`src/hw/ccr_pkg.sv`:
```
package ccr_pkg;

    // Register offsets on the management port
    localparam logic [7:0] CCR_OFS_PRE_TERM  = 8'h03;
    localparam logic [7:0] CCR_OFS_CHG_VOLT  = 8'h04;
    localparam logic [7:0] CCR_OFS_TERM_TMR  = 8'h05;
    localparam logic [7:0] CCR_OFS_BOOST_THM = 8'h06;

    // Reset values
    localparam logic [7:0] CCR_RST_PRE_TERM  = 8'h11;
    localparam logic [7:0] CCR_RST_CHG_VOLT  = 8'hB2;
    localparam logic [7:0] CCR_RST_TERM_TMR  = 8'h9C;
    localparam logic [7:0] CCR_RST_BOOST_THM = 8'h93;

    // Field positions
    localparam int CCR_PRE_LSB    = 4;
    localparam int CCR_TERM_LSB   = 0;
    localparam int CCR_CHARGE_VOLTAGE_CODE_LSB   = 2;
    localparam int CCR_LOWV_BIT   = 1;
    localparam int CCR_RECHG_BIT  = 0;
    localparam int CCR_ENTERM_BIT = 7;
    localparam int CCR_WDOG_LSB   = 4;
    localparam int CCR_ENTMR_BIT  = 3;
    localparam int CCR_TMR_LSB    = 1;
    localparam int CCR_BOOST_LSB  = 4;
    localparam int CCR_BHOT_LSB   = 2;
    localparam int CCR_THERMAL_REG_SEL_LSB   = 0;

    // Writable bits of the termination/timer register; bits 6 and 0 are reserved
    localparam logic [7:0] CCR_TERM_TMR_WMASK = 8'hBE;

    // Analog scaling, in mA, mV, s, hours and degrees C
    localparam logic [11:0] CCR_I_OFS_MA      = 12'h080;
    localparam logic [11:0] CCR_I_STEP_MA     = 12'h080;
    localparam logic [12:0] CCR_CHARGE_VOLTAGE_CODE_OFS_MV   = 13'h0DB0;
    localparam logic [12:0] CCR_CHARGE_VOLTAGE_CODE_STEP_MV  = 13'h0010;
    localparam logic [12:0] CCR_CHARGE_VOLTAGE_CODE_MAX_MV   = 13'h1130;
    localparam logic [11:0] CCR_LOWV_LO_MV    = 12'hAF0;
    localparam logic [11:0] CCR_LOWV_HI_MV    = 12'hBB8;
    localparam logic [8:0]  CCR_RECHG_LO_MV   = 9'h064;
    localparam logic [8:0]  CCR_RECHG_HI_MV   = 9'h12C;
    localparam logic [12:0] CCR_BOOST_OFS_MV  = 13'h11C6;
    localparam logic [12:0] CCR_BOOST_STEP_MV = 13'h0040;

    typedef enum logic [1:0] {
        CCR_WDOG_OFF = 2'h0,
        CCR_WDOG_40  = 2'h1,
        CCR_WDOG_80  = 2'h2,
        CCR_WDOG_160 = 2'h3
    } ccr_wdog_t;

    localparam logic [7:0] CCR_WDOG_S_40  = 8'h28;
    localparam logic [7:0] CCR_WDOG_S_80  = 8'h50;
    localparam logic [7:0] CCR_WDOG_S_160 = 8'hA0;

    localparam logic [4:0] CCR_TMR_H_5  = 5'h05;
    localparam logic [4:0] CCR_TMR_H_8  = 5'h08;
    localparam logic [4:0] CCR_TMR_H_12 = 5'h0C;
    localparam logic [4:0] CCR_TMR_H_20 = 5'h14;

    localparam logic [6:0] CCR_THERMAL_REG_SEL_C_60  = 7'h3C;
    localparam logic [6:0] CCR_THERMAL_REG_SEL_C_80  = 7'h50;
    localparam logic [6:0] CCR_THERMAL_REG_SEL_C_100 = 7'h64;
    localparam logic [6:0] CCR_THERMAL_REG_SEL_C_120 = 7'h78;

    // Boost hot code that turns boost thermal protection off
    localparam logic [1:0] CCR_BHOT_OFF     = 2'h3;
    localparam logic [1:0] CCR_BHOT_DEFAULT = 2'h0;

endpackage

```
`src/hw/ccr_charge_config_regs.sv`:
```
`timescale 1ns/10ps
`default_nettype none
// Behaviour
// - Pre-charge limit is 128 mA plus 128 mA per step of bits 7:4.
// - Termination limit is 128 mA plus 128 mA per step of bits 3:0.
// - Regulation voltage is 3.504 V plus 16 mV per step, capped 4.400 V.
// - Bit 1 picks fast-charge entry: 0 gives 2.8 V, 1 gives 3.0 V.
// - Bit 0 picks recharge margin: 0 gives 100 mV, 1 gives 300 mV.
// - Termination at end current happens only when bit 7 is set.
// - Watchdog period bits 5:4: off, 40 s, 80 s, 160 s.
// - Safety timer on bit 3 limits fast charge to 5/8/12/20 hours.
// - Reset loads 0x11 and 0xB2 into the first two registers.
// - Reset loads 0x9C into timer register; bits 6 and 0 read zero.
// - Boost code bits 7:4, hot select 3:2, thermal select 1:0; reset 0x93.
// - Boost voltage is 4.55 V plus 64 mV per step of the code.
// - Thermal regulation threshold 60, 80, 100 or 120 degrees C.
// - Hot code 11 disables boost thermal cut, fault uses default threshold.
module ccr_charge_config_regs
    import ccr_pkg::*;
(
    // Clock and reset
    input  wire logic        clk_sys,
    input  wire logic        reset_n,
    // Register port from the serial management engine
    input  wire logic [7:0]  reg_addr,
    input  wire logic        reg_wr,
    input  wire logic [7:0]  reg_wdata,
    output var  logic [7:0]  reg_rdata,
    // Decoded settings for the analog loops
    output var  logic [11:0] precharge_current_ma,
    output var  logic [11:0] term_current_ma,
    output var  logic [12:0] charge_voltage_mv,
    output var  logic [11:0] fast_charge_entry_mv,
    output var  logic [8:0]  recharge_margin_mv,
    output var  logic        term_enable,
    output var  logic        watchdog_enable,
    output var  logic [7:0]  watchdog_period_s,
    output var  logic        safety_timer_enable,
    output var  logic [4:0]  fast_charge_time_h,
    output var  logic [12:0] boost_out_mv,
    output var  logic        boost_hot_protect_en,
    output var  logic [1:0]  boost_hot_sel,
    output var  logic [1:0]  ntc_fault_hot_sel,
    output var  logic [6:0]  thermal_reg_c
);

    typedef struct packed {
        // Stored registers
        logic [7:0]  pre_term;
        logic [7:0]  chg_volt;
        logic [7:0]  term_tmr;
        logic [7:0]  boost_thm;

        // Registered read data
        logic [7:0]  rdata;

        // Decoded settings, one flop per output
        logic [11:0] pre_ma;
        logic [11:0] term_ma;
        logic [12:0] charge_voltage_code_mv;
        logic [11:0] lowv_mv;
        logic [8:0]  rechg_mv;
        logic        term_en;
        logic        wdog_en;
        logic [7:0]  wdog_s;
        logic        tmr_en;
        logic [4:0]  tmr_h;
        logic [12:0] boost_mv;
        logic        bhot_en;
        logic [1:0]  bhot_sel;
        logic [1:0]  ntc_sel;
        logic [6:0]  thermal_reg_sel_c;
    } ccr_state_t;

    ////////////////////////////////////////////////////////////////////////////
    // Reset release through two flops so every register leaves reset together
    logic [1:0] rst_sync_r;
    logic       rst_n_int;

    always_ff @(posedge clk_sys or negedge reset_n) begin
        if (!reset_n) begin
            rst_sync_r <= 2'h0;
        end else begin
            rst_sync_r <= {rst_sync_r[0], 1'b1};
        end
    end

    assign rst_n_int = rst_sync_r[1];

    ////////////////////////////////////////////////////////////////////////////
    // Code to value tables shared by the decode
    function automatic logic [7:0] wdog_seconds(input logic [1:0] code);
        case (ccr_wdog_t'(code))
            CCR_WDOG_40:  wdog_seconds = CCR_WDOG_S_40;
            CCR_WDOG_80:  wdog_seconds = CCR_WDOG_S_80;
            CCR_WDOG_160: wdog_seconds = CCR_WDOG_S_160;
            default:      wdog_seconds = 8'h00;
        endcase
    endfunction

    // Safety timer lengths
    function automatic logic [4:0] timer_hours(input logic [1:0] code);
        case (code)
            2'h0:    timer_hours = CCR_TMR_H_5;
            2'h1:    timer_hours = CCR_TMR_H_8;
            2'h2:    timer_hours = CCR_TMR_H_12;
            default: timer_hours = CCR_TMR_H_20;
        endcase
    endfunction

    // Thermal regulation thresholds
    function automatic logic [6:0] thermal_reg_sel_celsius(input logic [1:0] code);
        case (code)
            2'h0:    thermal_reg_sel_celsius = CCR_THERMAL_REG_SEL_C_60;
            2'h1:    thermal_reg_sel_celsius = CCR_THERMAL_REG_SEL_C_80;
            2'h2:    thermal_reg_sel_celsius = CCR_THERMAL_REG_SEL_C_100;
            default: thermal_reg_sel_celsius = CCR_THERMAL_REG_SEL_C_120;
        endcase
    endfunction

    // Both current fields share one scale
    function automatic logic [11:0] current_ma(input logic [3:0] code);
        current_ma = CCR_I_OFS_MA + 12'(code) * CCR_I_STEP_MA;
    endfunction

    ////////////////////////////////////////////////////////////////////////////
    ccr_state_t st_r;
    ccr_state_t st_nxt;
    logic [12:0] charge_voltage_code_raw;

    always_comb begin
        st_nxt = st_r;
        charge_voltage_code_raw = 13'h0000;

        // A write lands at the edge that samples the strobe
        if (reg_wr) begin
            case (reg_addr)
                CCR_OFS_PRE_TERM:  st_nxt.pre_term = reg_wdata;
                CCR_OFS_CHG_VOLT:  st_nxt.chg_volt = reg_wdata;
                CCR_OFS_TERM_TMR:  st_nxt.term_tmr = reg_wdata & CCR_TERM_TMR_WMASK;
                CCR_OFS_BOOST_THM: st_nxt.boost_thm = reg_wdata;
                default: ;
            endcase
        end

        // Read data is the stored value; unmapped offsets read zero
        case (reg_addr)
            CCR_OFS_PRE_TERM:  st_nxt.rdata = st_r.pre_term;
            CCR_OFS_CHG_VOLT:  st_nxt.rdata = st_r.chg_volt;
            CCR_OFS_TERM_TMR:  st_nxt.rdata = st_r.term_tmr;
            CCR_OFS_BOOST_THM: st_nxt.rdata = st_r.boost_thm;
            default:           st_nxt.rdata = 8'h00;
        endcase

        // Decoded settings follow the stored registers one cycle later
        st_nxt.pre_ma  = current_ma(st_r.pre_term[CCR_PRE_LSB +: 4]);
        st_nxt.term_ma = current_ma(st_r.pre_term[CCR_TERM_LSB +: 4]);

        // Codes above the limit would pass 4.400 V, so they saturate
        charge_voltage_code_raw = CCR_CHARGE_VOLTAGE_CODE_OFS_MV + 13'(st_r.chg_volt[CCR_CHARGE_VOLTAGE_CODE_LSB +: 6]) * CCR_CHARGE_VOLTAGE_CODE_STEP_MV;
        st_nxt.charge_voltage_code_mv = (charge_voltage_code_raw > CCR_CHARGE_VOLTAGE_CODE_MAX_MV) ? CCR_CHARGE_VOLTAGE_CODE_MAX_MV : charge_voltage_code_raw;
        st_nxt.lowv_mv = st_r.chg_volt[CCR_LOWV_BIT] ? CCR_LOWV_HI_MV : CCR_LOWV_LO_MV;
        st_nxt.rechg_mv = st_r.chg_volt[CCR_RECHG_BIT] ? CCR_RECHG_HI_MV : CCR_RECHG_LO_MV;

        // Termination and timers
        st_nxt.term_en = st_r.term_tmr[CCR_ENTERM_BIT];
        st_nxt.wdog_en = (st_r.term_tmr[CCR_WDOG_LSB +: 2] != CCR_WDOG_OFF);
        st_nxt.wdog_s  = wdog_seconds(st_r.term_tmr[CCR_WDOG_LSB +: 2]);
        st_nxt.tmr_en  = st_r.term_tmr[CCR_ENTMR_BIT];
        st_nxt.tmr_h   = timer_hours(st_r.term_tmr[CCR_TMR_LSB +: 2]);

        // Boost and thermal
        st_nxt.boost_mv = CCR_BOOST_OFS_MV
                        + 13'(st_r.boost_thm[CCR_BOOST_LSB +: 4]) * CCR_BOOST_STEP_MV;
        st_nxt.bhot_sel = st_r.boost_thm[CCR_BHOT_LSB +: 2];
        st_nxt.bhot_en  = (st_r.boost_thm[CCR_BHOT_LSB +: 2] != CCR_BHOT_OFF);
        st_nxt.ntc_sel  = st_nxt.bhot_en ? st_r.boost_thm[CCR_BHOT_LSB +: 2]
                                         : CCR_BHOT_DEFAULT;
        st_nxt.thermal_reg_sel_c   = thermal_reg_sel_celsius(st_r.boost_thm[CCR_THERMAL_REG_SEL_LSB +: 2]);
    end

    // Decoded outputs and read data stay zero while reset is held
    always_ff @(posedge clk_sys or negedge rst_n_int) begin
        if (!rst_n_int) begin
            st_r           <= '0;
            st_r.pre_term  <= CCR_RST_PRE_TERM;
            st_r.chg_volt  <= CCR_RST_CHG_VOLT;
            st_r.term_tmr  <= CCR_RST_TERM_TMR;
            st_r.boost_thm <= CCR_RST_BOOST_THM;
        end else begin
            st_r <= st_nxt;
        end
    end

    ////////////////////////////////////////////////////////////////////////////
    // Read port
    assign reg_rdata            = st_r.rdata;

    // Charge settings
    assign precharge_current_ma = st_r.pre_ma;
    assign term_current_ma      = st_r.term_ma;
    assign charge_voltage_mv    = st_r.charge_voltage_code_mv;
    assign fast_charge_entry_mv = st_r.lowv_mv;
    assign recharge_margin_mv   = st_r.rechg_mv;

    // Termination and timer settings
    assign term_enable          = st_r.term_en;
    assign watchdog_enable      = st_r.wdog_en;
    assign watchdog_period_s    = st_r.wdog_s;
    assign safety_timer_enable  = st_r.tmr_en;
    assign fast_charge_time_h   = st_r.tmr_h;

    // Boost and thermal settings
    assign boost_out_mv         = st_r.boost_mv;
    assign boost_hot_protect_en = st_r.bhot_en;
    assign boost_hot_sel        = st_r.bhot_sel;
    assign ntc_fault_hot_sel    = st_r.ntc_sel;
    assign thermal_reg_c        = st_r.thermal_reg_sel_c;

endmodule
`default_nettype wire

```
`config.mk`:
```
export PLATFORM = sky130hd
export DESIGN_NAME = ccr_charge_config_regs
export DESIGN_NICKNAME = d
export VERILOG_FILES = /design/src/hw/ccr_pkg.sv /design/src/hw/ccr_charge_config_regs.sv
export SDC_FILE = /design/constraint.sdc
export NUM_CORES = 1
export LEC_CHECK = 0
export BUFFER_PORTS_ARGS = -buffer_cell sky130_fd_sc_hd__buf_2
export CAP_MARGIN = 30
export CORE_MARGIN = 2
export CORE_UTILIZATION = 23
export DETAILED_ROUTE_END_ITERATION = 8
export HOLD_SLACK_MARGIN = 0.12
export PLACE_DENSITY = 0.54
export SLEW_MARGIN = 20
export SYNTH_ARGS = -nofsm -noshare
export SYNTH_HDL_FRONTEND = slang
export SYNTH_SLANG_ARGS = --single-unit
```
`constraint.sdc`:
```
create_clock -name clk_sys -period 2.57 [get_ports clk_sys]
set_input_delay 0.1285 -clock clk_sys [delete_from_list [all_inputs] [get_ports clk_sys]]
set_output_delay 0.1285 -clock clk_sys [all_outputs]
set_load 0.1 [all_outputs]
```
==> run_results.csv <==
group,metric,value,unit
power_and_ir_drop,pwr-share-seq,39.0,%
detailed_routing,ant_nets,0,
floorplanning,initial_utilization,23.25,%
worst_setup_path,cp_max_fo,9,
grt,grt_pass1_wl,13770,um
placement,dpl.hpwl,6643,um
layout,nFillCells,1930,
grt,antenna_found_initial,0,
grt,grt_max_degree,75,
floorplanning,die_w,141.1,um
logic_synthesis,synth_ff_type,"dfrtp_1",
floorplanning,rows,50,
logic_synthesis,synth_area_per_cell,11.74,sq um
worst_setup_path,path_buf_inv,1,
timing,rsz0062_at_grt,"false",
power_and_ir_drop,power,3.982,mW
timing,hold_ws,190.8,ps
clocking,cts_tree,"yes",
placement,numPlacedInstances,617,
worst_setup_path,crit_slowest_cell,"dfrtp_1",
detailed_routing,via_per_inst,3.780,
timing,post-route-period-util,72.58,%
grt,grt_usage,8.964,%
logic_synthesis,yosysSeqAreaShare,52.53,%
power_and_ir_drop,p_comb_share,22.9,%
power_and_ir_drop,power_density,820.1,nW/um^2
floorplanning,die-area,19900,sq um
timing,fin_worst_skew,8.406,ps
floorplanning,ios,126,
power_and_ir_drop,intPower,2.600,mW
power_and_ir_drop,leakage,2.350,nW
timing,tns,0,ps
clocking,clockRootBuffer,"clkbuf_16",
grt,grt_pass1_vias,2432,
worst_setup_path,crit_path_cell_trace,"inv_1 -> ha_1 -> nor2b_1 -> a32o_1 -> nand4_1 -> a32o_1 -> and2_1",
worst_setup_path,path_common_cell,"a32o_1",
layout,fin_nets,436,
detailed_routing,dr.pass1.iters,5,
layout,final_cells,644,
status,status,"finished clean",
power_and_ir_drop,swShare,34.72,%
logic_synthesis,synth_area,4320,sq um
worst_setup_path,critPathTopFamily,"flip-flops",
clocking,cts_max_path_buffers,2,
floorplanning,core_region_area,18580,sq um
worst_setup_path,slowest_delay,470,ps
logic_synthesis,yosys_warnings,0,
clocking,post_cts_resized,0,
detailed_routing,via_count,2434,
logic_synthesis,ys_types,43,
job,cap_violations,0,
detailed_routing,wl_per_cell,13.65,um
timing,fmax,536.1,MHz
worst_hold_path,hp-class,"reg -> async",
layout,drive_gt1_share,39.51,%
placement,numPortBuffers,88,
grt,grt_remaining_overflow,0,
placement,gp_routability_congestion,0.7633,
clocking,path_clk_slew,70,ps
logic_synthesis,ys_ff_latch,90,
worst_setup_path,crit_arrival,2090,ps
worst_setup_path,start_kind,"register",
logic_synthesis,ys_async_sr_fraction,100.0,%
worst_setup_path,critPathRequiredTime,2800,ps
logic_synthesis,synthCells,368,
layout,num_antenna_cells,0,
clocking,clock-sinks,90,
clocking,cts_buffers,9,
power_and_ir_drop,pwr-share-clk,38.1,%
power_and_ir_drop,ir_drop,326.7,uV
detailed_routing,first_iter_violations,116,
clocking,clock_latency,340,ps
power_and_ir_drop,switching_power,1.383,mW
clocking,htree_levels,3,
timing,fin_crit,1865,ps
timing,finalHoldViolCount,0,
floorplanning,die_height,141.1,um
detailed_routing,wirelength,8791,um
layout,syn_to_final_growth,12.40,%
worst_setup_path,end_kind,"register",
logic_synthesis,synth_edf_count,0,
timing,drv_slew,0,
worst_setup_path,path_class,"reg -> reg",
timing,setup_viol,0,
detailed_routing,drc_errors,0,
-- sequential cells by signal (all words and copies together) (netlist names) --
signal and cells:
term_enable 1, fast_charge_entry_mv 2, boost_hot_protect_en 1, watchdog_period_s 4
fast_charge_time_h 4, thermal_reg_c 5, term_current_ma 5, boost_out_mv 6
st_r 26, rst_sync_r 2, watchdog_enable 1, recharge_margin_mv 2
reg_rdata 8, boost_hot_sel 2, st_nxt 4, precharge_current_ma 5
charge_voltage_mv 9, safety_timer_enable 1, ntc_fault_hot_sel 2
-- layout by cell type, fill, tap and decap left out, types with 4 or more instances in the layout --
| cell type | synthesis | final |
|---|---|---|
| nand2_1 | 12 | 12 |
| ha_1 | 12 | 12 |
| a22oi_1 | 6 | 6 |
| o21ai_0 | 11 | 11 |
| buf_2 | 4 | 88 |
| conb_1 | 2 | 39 |
| nand3_1 | 4 | 4 |
| a22o_1 | 6 | 6 |
| nor2b_1 | 8 | 8 |
| inv_1 | 22 | 22 |
| and2_1 | 4 | 4 |
| xnor2_1 | 4 | 4 |
| dfrtp_1 | 76 | 75 |
| mux2_2 | 30 | 30 |
| clkbuf_16 | 0 | 9 |
| dfstp_2 | 14 | 14 |
| buf_4 | 103 | 4 |
| nor2_1 | 10 | 10 |
| dlygate4sd3_1 | 0 | 10 |
-- cells in the mapped netlist (5+ instances only) --
cell type	instances	area (sq um)
buf_4	103	773.2
dfrtp_1	76	1902
mux2_2	30	337.8
inv_1	22	82.58
dfstp_2	14	367.9
ha_1	12	150.1
nand2_1	12	45.04
o21ai_0	11	55.05
nor2_1	10	37.54
nor2b_1	8	50.05
a22o_1	6	52.55
a22oi_1	6	45.04
clkbuf_1	5	18.77
-- kinds of logic after synthesis --
family,synth area share [%]
buffers and inverters,21.43
AND/OR/NAND/NOR,7.240
multiplexers,7.819
flip-flops,52.53
AO/OA/AOI/OAI,5.908
other,0.1738
adder cells (fa/ha/maj),3.475
XOR/XNOR,1.419
-- metal layers --
layer  track usage (%)  vias to the layer above  part of all wire, %
met4             3.368                        0                  1.4
li1                  -                     1132                    -
met2             14.43                       75                   49
met5                 0                        -                    0
met1             11.08                     1215                   43
met3             3.193                       12                  6.7
-- power by group through the flow --
| stage | sequential, mW | clock (mW) | combinational, mW |
|---|---|---|---|
| after global placement | 1.60 | 0 | 0.880 |
| final | 1.56 | 1.52 | 0.912 |
| after detailed placement | 1.60 | 0 | 0.881 |
| after floorplan | 1.60 | 0 | 0.878 |
| after CTS | 1.58 | 1.57 | 0.895 |
| after global routing | 1.57 | 1.64 | 0.946 |
-- repair_timing --
item,CTS,global route
hold endpoints to repair,32,0
endpoints found under the setup margin,0,0
hold buffers,10,0
setup buffers,0,0
-- path summary, 6_finish.rpt --
path / start / end / slack, ps / cells after the start
hold / removal: rst_sync_r[1] / fast_charge_entry_mv[6] / 190 / 0
hold reg to reg: rst_sync_r[1] / fast_charge_entry_mv[6] / 190 / 0
setup / recovery: st_r[125] / charge_voltage_mv[7] / 700 / 7
setup reg to reg: st_r[125] / charge_voltage_mv[7] / 700 / 7
min in group clk_sys: reg_addr[0] / reg_rdata[2] / 250 / 3
max in group asynchronous: rst_sync_r[1] / term_enable / 1610 / 2
-- stage by stage --
step                cell area (sq um)  util [%]  setup slack, ps
global placement                 4383     23.59            766.0
detailed placement               4383     23.59            694.8
global route                     4856     26.13            557.0
CTS                              4828     25.99            704.4
floorplan                        4461         -            910.7
finish                           4856     26.13            704.8
-- area by class of cell --
class | instances | area, sq um | area share (%)
clock inverters | 4 | 98.84 | 2.036
multi-input cells | 179 | 1264 | 26.02
inverters | 22 | 82.58 | 1.701
repair buffers | 103 | 598.1 | 12.32
clock buffers | 12 | 246.5 | 5.076
well taps | 234 | 292.8 | 6.029
flip-flops and latches | 90 | 2273 | 46.82
No activity file was read; power rests on OpenSTA's default activity.
